`src/ctm_defines.vh`:
```
// register offsets, field positions, encodings and reset values of the compact timer
`ifndef CTM_DEFINES_VH
`define CTM_DEFINES_VH

// apb byte addresses, one aligned word per register
`define CTM_ADDR_W 8
`define CTM_OFS_CTRL0 8'h00
`define CTM_OFS_CTRL1 8'h04
`define CTM_OFS_CNTL 8'h08
`define CTM_OFS_CNTH 8'h0C
`define CTM_OFS_CMPAL 8'h10
`define CTM_OFS_CMPAH 8'h14
`define CTM_OFS_CMPP 8'h18
`define CTM_OFS_STAT 8'h1C

// first control register fields
`define CTM_C0_PAUSE 7
`define CTM_C0_CKSEL_HI 6
`define CTM_C0_CKSEL_LO 4
`define CTM_C0_ON 3
`define CTM_C0_WMASK 8'hF8

// second control register fields
`define CTM_C1_MODE_HI 7
`define CTM_C1_MODE_LO 6
`define CTM_C1_FUNC_HI 5
`define CTM_C1_FUNC_LO 4
`define CTM_C1_INIT 3
`define CTM_C1_INV 2
`define CTM_C1_SWAP 1
`define CTM_C1_CLRSEL 0

// operating modes
`define CTM_MODE_CMP 2'h0
`define CTM_MODE_UNDEF 2'h1
`define CTM_MODE_PWM 2'h2
`define CTM_MODE_TMR 2'h3

// output function codes
`define CTM_FN_00 2'h0
`define CTM_FN_01 2'h1
`define CTM_FN_10 2'h2
`define CTM_FN_11 2'h3

// clock source codes
`define CTM_CK_DIV4 3'h0
`define CTM_CK_SYS 3'h1
`define CTM_CK_DIV16 3'h2
`define CTM_CK_DIV64 3'h3
`define CTM_CK_SUB0 3'h4
`define CTM_CK_SUB1 3'h5
`define CTM_CK_EXTR 3'h6
`define CTM_CK_EXTF 3'h7

// status register bits
`define CTM_ST_AFLAG 0
`define CTM_ST_PFLAG 1
`define CTM_ST_PIN 2

// reset values
`define CTM_RST_BYTE 8'h00
`define CTM_RST_WORD 16'h0000

`endif

```
`src/ctm_timer.v`:
```
// compact 16-bit timer: control registers, counter, comparators, output pin, apb slave
// Contract
// - counter-on rising edge zeroes the counter, then it runs.
// - counter-on falling edge stops counting and holds the value.
// - counter-on rising edge returns pin to initial level in compare and pwm; only compare reloads it here, the pwm pin follows function and count.
// - low three bits of first control register read zero.
// - mode 00 compare, 10 pwm, 11 timer, 01 undefined.
// - timer mode leaves pin unused; initial level and invert ignored.
// - compare mode A match: 00 keep, 01 low, 10 high, 11 toggle.
// - pwm function: 00 inactive, 01 active, 10 waveform, 11 undefined.
// - compare match changes pin only if requested level differs.
// - initial level bit: start level in compare, polarity in pwm.
// - invert bit set inverts the output pin.
// - pwm swap 0: P period, A duty; 1: roles exchanged.
// - clear select 1 clears on A match, 0 on P match or overflow.
// - overflow clears only when compare value P is all zero.
// - clear select is ignored in pwm mode.
// - counter read as low and high read-only bytes, reset zero.
// - second control register all read/write, reset zero.
// - high byte read copies low byte into buffer read later.
// - P compares with upper eight counter bits, A with all sixteen.
// - clear select 1 in compare mode raises only the A flag.
//
// Local design decisions: the APB register port and the placing of the registers.
`include "ctm_defines.vh"

module ctm_timer (
   input wire clk,
   input wire srst,
   input wire psel,
   input wire penable,
   input wire pwrite,
   input wire [31:0] paddr,
   input wire [31:0] pwdata,
   output reg [31:0] prdata,
   output wire pready,
   output wire pslverr,
   input wire sub_tick,
   input wire timer_clk_in,
   output reg timer_output_pin,
   output reg timer_output_pin_oe,
   output wire compare_a_flag,
   output wire compare_p_flag
);

   localparam [15:0] ONE16 = 16'h0001;
   localparam [5:0] ONE6 = 6'h01;

   reg [7:0] ctrl0_r;
   reg [7:0] ctrl1_r;
   reg [15:0] count_r;
   reg [15:0] cmpa_r;
   reg [7:0] cmpp_r;
   reg [7:0] wbuf_r;
   reg [7:0] rbuf_r;
   reg on_d_r;
   reg [5:0] pre_r;
   reg ext_d_r;
   reg aflag_r;
   reg pflag_r;
   reg lvl_r;

   wire [7:0] addr;
   wire setup;
   wire wr_acc;
   wire hit;
   wire on;
   wire pause;
   wire [2:0] cksel;
   wire [1:0] mode;
   wire [1:0] func;
   wire init_lvl;
   wire invert;
   wire swap;
   wire clr_sel;
   wire on_rise;
   wire is_pwm;
   wire is_cmp;
   wire drives;
   wire [15:0] inc;
   wire a_hit;
   wire p_hit;
   wire do_clr;
   wire [16:0] duty;
   wire pwm_act;
   reg tick;
   reg pwm_lvl;
   reg lvl_nxt;

   // address compare used by both read and write decode
   function sel;
      input [7:0] a;
      input [7:0] ofs;
      begin
         sel = (a == ofs);
      end
   endfunction

   assign addr = paddr[7:0];
   assign setup = psel && !penable;
   assign wr_acc = psel && penable && pwrite;
   // mapped only on the eight aligned words
   assign hit = (paddr[31:8] == 24'h000000) && (paddr[1:0] == 2'h0)
      && (addr[7:5] == 3'h0);
   // zero wait states; unmapped gives an error in the access phase
   assign pready = 1'b1;
   assign pslverr = psel && penable && !hit;

   assign pause = ctrl0_r[`CTM_C0_PAUSE];
   assign cksel = ctrl0_r[`CTM_C0_CKSEL_HI:`CTM_C0_CKSEL_LO];
   assign on = ctrl0_r[`CTM_C0_ON];
   assign mode = ctrl1_r[`CTM_C1_MODE_HI:`CTM_C1_MODE_LO];
   assign func = ctrl1_r[`CTM_C1_FUNC_HI:`CTM_C1_FUNC_LO];
   assign init_lvl = ctrl1_r[`CTM_C1_INIT];
   assign invert = ctrl1_r[`CTM_C1_INV];
   assign swap = ctrl1_r[`CTM_C1_SWAP];
   assign clr_sel = ctrl1_r[`CTM_C1_CLRSEL];
   assign compare_a_flag = aflag_r;
   assign compare_p_flag = pflag_r;

   // mode decode
   // undefined mode 01 behaves as timer mode, pin idle
   assign is_pwm = (mode == `CTM_MODE_PWM);
   assign is_cmp = (mode == `CTM_MODE_CMP);
   assign drives = is_pwm || is_cmp;

   assign on_rise = on && !on_d_r;

   // tick source select; prescaler runs free so source changes need no resync
   always @*
   begin
      case (cksel)
         `CTM_CK_DIV4: tick = (pre_r[1:0] == 2'h3);
         `CTM_CK_SYS: tick = 1'b1;
         `CTM_CK_DIV16: tick = (pre_r[3:0] == 4'hF);
         `CTM_CK_DIV64: tick = (pre_r == 6'h3F);
         `CTM_CK_SUB0: tick = sub_tick;
         `CTM_CK_SUB1: tick = sub_tick;
         `CTM_CK_EXTR: tick = timer_clk_in && !ext_d_r;
         default: tick = !timer_clk_in && ext_d_r;
      endcase
   end

   assign inc = count_r + ONE16;

   // p value zero matches on wrap, i.e. overflow
   assign p_hit = on && !pause && !on_rise && tick && (inc == {cmpp_r, 8'h00});
   // a zero A value never matches: the counter just overflows
   assign a_hit = on && !pause && !on_rise && tick && (cmpa_r != `CTM_RST_WORD) && (inc == cmpa_r);

   // pwm ignores clear select, swap picks the period comparator
   assign do_clr = is_pwm ? (swap ? a_hit : p_hit) : (clr_sel ? a_hit : p_hit);

   // duty role, p duty of zero means a full 65536 count
   assign duty = swap ? ((cmpp_r == 8'h00) ? 17'h10000 : {1'b0, cmpp_r, 8'h00}) : {1'b0, cmpa_r};
   // duty at or above period gives 100 percent
   assign pwm_act = ({1'b0, count_r} < duty);

   // polarity: active level equals the initial level bit
   always @*
   begin
      case (func)
         `CTM_FN_00: pwm_lvl = !init_lvl;
         `CTM_FN_01: pwm_lvl = init_lvl;
         `CTM_FN_10: pwm_lvl = pwm_act ? init_lvl : !init_lvl;
         default: pwm_lvl = !init_lvl;
      endcase
   end

   // compare-mode level; requesting the present level leaves the pin alone
   always @*
   begin
      lvl_nxt = lvl_r;
      if (on_rise)
      begin
         lvl_nxt = init_lvl;
      end
      // no change when requested level equals current
      else if (is_cmp && a_hit)
      begin
         case (func)
            `CTM_FN_01: lvl_nxt = 1'b0;
            `CTM_FN_10: lvl_nxt = 1'b1;
            `CTM_FN_11: lvl_nxt = !lvl_r;
            default: lvl_nxt = lvl_r;
         endcase
      end
   end

   // prescaler and edge history
   always @(posedge clk)
   begin
      if (srst)
      begin
         pre_r <= 6'h00;
         ext_d_r <= 1'b0;
         on_d_r <= 1'b0;
      end
      else
      begin
         pre_r <= pre_r + ONE6;
         ext_d_r <= timer_clk_in;
         on_d_r <= on;
      end
   end

   // counter
   always @(posedge clk)
   begin
      if (srst)
      begin
         count_r <= `CTM_RST_WORD;
      end
      else if (on_rise)
      begin
         count_r <= `CTM_RST_WORD;
      end
      else if (on && !pause && tick)
      begin
         count_r <= do_clr ? `CTM_RST_WORD : inc;
      end
   end

   // match flags, sticky; write one to clear, a new match wins over the clear
   always @(posedge clk)
   begin
      if (srst)
      begin
         aflag_r <= 1'b0;
         pflag_r <= 1'b0;
      end
      else
      begin
         if (a_hit)
         begin
            aflag_r <= 1'b1;
         end
         else if (wr_acc && hit && sel(addr, `CTM_OFS_STAT) && pwdata[`CTM_ST_AFLAG])
         begin
            aflag_r <= 1'b0;
         end
         // no p flag when A clears in compare or timer mode
         if (p_hit && !(!is_pwm && clr_sel))
         begin
            pflag_r <= 1'b1;
         end
         else if (wr_acc && hit && sel(addr, `CTM_OFS_STAT) && pwdata[`CTM_ST_PFLAG])
         begin
            pflag_r <= 1'b0;
         end
      end
   end

   // output pin, registered
   always @(posedge clk)
   begin
      if (srst)
      begin
         lvl_r <= 1'b0;
         timer_output_pin <= 1'b0;
         timer_output_pin_oe <= 1'b0;
      end
      else
      begin
         lvl_r <= lvl_nxt;
         timer_output_pin_oe <= drives;
         // timer mode pin unused and held low
         if (!drives)
         begin
            timer_output_pin <= 1'b0;
         end
         else if (is_pwm)
         begin
            timer_output_pin <= pwm_lvl ^ invert;
         end
         else
         begin
            timer_output_pin <= lvl_nxt ^ invert;
         end
      end
   end

   // register writes take effect at the access edge
   always @(posedge clk)
   begin
      if (srst)
      begin
         ctrl0_r <= `CTM_RST_BYTE;
         ctrl1_r <= `CTM_RST_BYTE;
         cmpa_r <= `CTM_RST_WORD;
         cmpp_r <= `CTM_RST_BYTE;
         wbuf_r <= `CTM_RST_BYTE;
      end
      else if (wr_acc && hit)
      begin
         if (sel(addr, `CTM_OFS_CTRL0))
         begin
            ctrl0_r <= pwdata[7:0] & `CTM_C0_WMASK;
         end
         else if (sel(addr, `CTM_OFS_CTRL1))
         begin
            ctrl1_r <= pwdata[7:0];
         end
         else if (sel(addr, `CTM_OFS_CMPAL))
         begin
            // low byte waits in the buffer so both bytes land together
            wbuf_r <= pwdata[7:0];
         end
         else if (sel(addr, `CTM_OFS_CMPAH))
         begin
            cmpa_r <= {pwdata[7:0], wbuf_r};
         end
         else if (sel(addr, `CTM_OFS_CMPP))
         begin
            cmpp_r <= pwdata[7:0];
         end
      end
   end

   // read data sampled in the setup cycle, so it is ready in the access phase
   always @(posedge clk)
   begin
      if (srst)
      begin
         prdata <= 32'h00000000;
         rbuf_r <= `CTM_RST_BYTE;
      end
      else if (setup && !pwrite)
      begin
         prdata <= 32'h00000000;
         if (!hit)
         begin
            prdata <= 32'h00000000;
         end
         else if (sel(addr, `CTM_OFS_CTRL0))
         begin
            prdata[7:0] <= ctrl0_r & `CTM_C0_WMASK;
         end
         else if (sel(addr, `CTM_OFS_CTRL1))
         begin
            prdata[7:0] <= ctrl1_r;
         end
         else if (sel(addr, `CTM_OFS_CNTL))
         begin
            // low byte comes from the buffer
            prdata[7:0] <= rbuf_r;
         end
         else if (sel(addr, `CTM_OFS_CNTH))
         begin
            prdata[7:0] <= count_r[15:8];
            rbuf_r <= count_r[7:0];
         end
         else if (sel(addr, `CTM_OFS_CMPAL))
         begin
            prdata[7:0] <= rbuf_r;
         end
         else if (sel(addr, `CTM_OFS_CMPAH))
         begin
            prdata[7:0] <= cmpa_r[15:8];
            rbuf_r <= cmpa_r[7:0];
         end
         else if (sel(addr, `CTM_OFS_CMPP))
         begin
            prdata[7:0] <= cmpp_r;
         end
         else
         begin
            prdata[2:0] <= {timer_output_pin, pflag_r, aflag_r};
         end
      end
   end

endmodule // ctm_timer

```
`config.mk`:
```
export PLATFORM = sky130hd
export DESIGN_NAME = ctm_timer
export DESIGN_NICKNAME = d
export VERILOG_FILES = /design/src/ctm_timer.v
export VERILOG_INCLUDE_DIRS = /design/src
export SDC_FILE = /design/constraint.sdc
export NUM_CORES = 1
export LEC_CHECK = 0
export ABC_AREA = 0
export BUFFER_PORTS_ARGS = -buffer_cell sky130_fd_sc_hd__clkbuf_2
export CAP_MARGIN = 5
export CELL_PAD_IN_SITES_DETAIL_PLACEMENT = 2
export CELL_PAD_IN_SITES_GLOBAL_PLACEMENT = 2
export CORE_MARGIN = 4
export CORE_UTILIZATION = 33
export DETAILED_ROUTE_END_ITERATION = 16
export PLACE_DENSITY = 0.88
export SETUP_SLACK_MARGIN = 0.02
export SLEW_MARGIN = 20
export SYNTH_ARGS = -nofsm -noshare
export SYNTH_HDL_FRONTEND = slang
export SYNTH_SLANG_ARGS = --single-unit
```
`constraint.sdc`:
```
create_clock -name clk -period 9.2 [get_ports clk]
set_input_delay 1.38 -clock clk [delete_from_list [all_inputs] [get_ports clk]]
set_output_delay 1.38 -clock clk [all_outputs]
set_load 0.005 [all_outputs]
```
==> impl_metrics.toml <==
[outcome]
status = "complete, no violations"

[clock_network]
hold_buffers = 0
cts_tree = "yes"
postCtsSetupRepairBufs = 0
htree_num_levels = 3
clk_pin_slew_ns = 0.07
root_buffer = "clkbuf_16"
clockBufferDepth = 2
clk-insertion-delay-late_ns = 0.36
cts_sinks = 90
cts_buffers = 9
cts_resized = 0

[sta]
maxSlewHeadroom_pct = 27.6
hold_viol_final = 0
finalClockSkew_ns = 0.00986
min_period_over_period_pct = 44.5
setup-violations-final = 0
rsz0062_at_grt = "false"
report.final.slew_viol_count = 0
period_needed_ns = 4.10
fin_ws_ns = 5.10
tns_ns = 0
fmax_ghz = 0.244
worstMarginPinSlew_ns = 1.08

[routing]
highest_layer = "met5"
wl_met2_um = 11800
route.detailed.drc = 0
wirelength_um = 23500
drt_pre_antenna_iters = 5
via_per_inst = 5.96
drtIter0Drc = 463
avgRoutedWirePerCell_um = 23.8
vias = 5867
drtAntennaViolNets = 0
wl_met3_um = 1220
met1Wirelength_um = 9720

[finish]
fin_cells = 985
drive_gt1_share_pct = 12.5
diodes = 0
register_area_um2 = 1800
fin_area_um2 = 6470
fillCellCount = 1947
area_growth_pct = 10.5
finalNetCount = 846
multi_input_area_um2 = 3720

[logic_synthesis]
yosysMostFrequentCell = "nand2_1"
synth_area_leader_cell = "dfxtp_1"
postSynthAreaPerCell_um2 = 8.05
synthTopCellsByCount = "nand2_1 (99), dfxtp_1 (90), nor2_1 (72)"
synthTopCellsByArea = "dfxtp_1 (31%), nand2_1 (6.3%), mux2i_1 (5.3%), nor2_1 (4.6%), ha_1 (4.3%)"
synth-seq-area-share_pct = 30.8
synthArstFlopShare_pct = 0
synth_edf_count = 0
ys_ff_latch = 90
synth_warnings = 0
ys.flop_type = "dfxtp_1"
netlist_instances = 728
synth.cell_area_um2 = 5860
synth_top_area_share_pct = 30.8
ys_types = 76

[setup_path]
cp_slowest_cell = "a2111oi_4"
critPathArrivalTime_ns = 4.35
required_ns = 9.45
cp_cell_sequence = "clkbuf_2 > or3b_2 > a211o_1 > nand3_1 > o211ai_1 > a2111oi_4 > nand4_1 > nand3_2 > nor2_2 > a22o_1"
critPathLaunchType = "input port"
critical_path_class = "in -> reg"
max_stage_delay_ns = 0.51
cp_max_fo = 16
cp-end-kind = "flip-flop"

[global_routing]
grt_antenna_before_repair = 1
grt_pass1_wl_um = 36600
grt_use_total_pct = 23.6
grt_start_max_net_pins = 77
grt_overflow = 0
grt_pass1_vias = 6441

[flow_run]
max_cap_viol_count = 0

[placed_design]
dpl.hpwl_um = 16700
post_dp_cell_area_um2 = 6140
placed_cells = 969
globalplace.congestion = 0.950
pre_cts_slack_ns = 4.83
io_buffers = 59

[floorplanning]
rows = 48
die_h_um = 141
start_util_pct = 33.8
die_area_um2 = 19900
ios = 109
dieWidth_um = 141
coreArea_um2 = 17400

[pwr]
power_leakage_nw = 2.30
vdd_drop_max_uv = 113
powerDensity_nw_per_um2 = 137

[worst_hold_path]
hold_class = "reg -> reg"
-- flip-flops by register name (all words and copies together), names as in the netlist --
signal               flops
pre_r                    6
on_d_r                   1
wbuf_r                   8
ctrl0_r                  5
ctrl1_r                  8
compare_p_flag           1
timer_output_pin_oe      1
compare_a_flag           1
ext_d_r                  1
rbuf_r                   8
lvl_r                    1
cmpp_r                   8
timer_output_pin         1
prdata                   8
count_r                 16
cmpa_r                  16
-- cell usage in the layout, fill, tap and decap left out, drive strengths merged, types with 3 or more instances in the layout --
cell and n:
conb 25, nand4 21, dfxtp 90, or3 3, nand3 27, and3 12, a22o 9, a31o 3
a21o 5, o2111ai 3, nand2b 13, o211ai 6, a222oi 4, a21oi 47, xor2 10, nor2 73
inv 10, a211oi 4, nand2 99, nor2b 14, a31oi 5, ha 20, and2 5, a22oi 11
nor4 20, o21ai 29, and4 4, mux2i 31, a2111oi 3, o31ai 3, a311oi 8, o2bb2a 3
buf 3, xnor2 20, nand3b 5, nor3 8, o41ai 3, clkbuf 69
-- cell families (layout without fill, tap and decap cells) --
group / Yosys count / count (layout) / share of synthesized area [%]
and+or+nand+nor: 315 / 315 / 27.5
AOI/OAI and AO/OA: 162 / 162 / 19.5
DFF: 90 / 90 / 30.8
buffers and inverters: 76 / 85 / 7.28
xor gates and xnor gates: 32 / 32 / 5.25
muxes: 31 / 31 / 5.30
adders and majority gates: 20 / 20 / 4.27
other: 2 / 25 / 0.128
-- worst max-delay path: cells and delay by family --
kind / cells / cell delay (ns)
and+or+nand+nor: 5 / 1.49
buffers and inverters: 1 / 0.11
AOI/OAI and AO/OA: 4 / 1.36
-- worst paths after layout --
path	start	slack (ns)	cells after the start	to
min	pre_r[0]$_SDFF_PP0_	0.45	1	pre_r[0]$_SDFF_PP0_
max	timer_clk_in	5.10	10	count_r[14]$_SDFFE_PP0P_
max reg2reg	count_r[1]$_SDFFE_PP0P_	5.11	10	count_r[14]$_SDFFE_PP0P_
min reg2reg	pre_r[0]$_SDFF_PP0_	0.45	1	pre_r[0]$_SDFF_PP0_
-- cell type report --
cell class / instances / area share, %
Clock buffer: 10 / 3.54
Timing Repair Buffer: 62 / 4.91
Sequential cell: 90 / 27.8
Clock inverter: 6 / 1.49
Tap cell: 225 / 4.35
Multi-Input combinational cell: 585 / 57.5
Inverter: 7 / 0.406
-- per-stage QoR --
stage	power (mW)	hold WS (ns)	utilization (%)
4_1_cts	0.893	0.455	37.3
5_1_grt	0.923	0.496	37.3
3_5_place_dp	0.473	0.439	35.4
6_report	0.890	0.450	37.3
3_3_place_gp	0.471	0.429	35.4
2_1_floorplan	0.454	0.413	-
-- power by group --
part	switching [mW]	internal [mW]
combinational	0.0403	0.0244
clock	0.180	0.242
sequential	0.00956	0.393
-- routing by layer --
metal	GRT usage, %	up-vias
li1	-	2650
met1	29.1	2966
met2	40.9	191
met3	3.77	58
met4	9.59	2
met5	0	-
(Power assumes the default switching activity.)
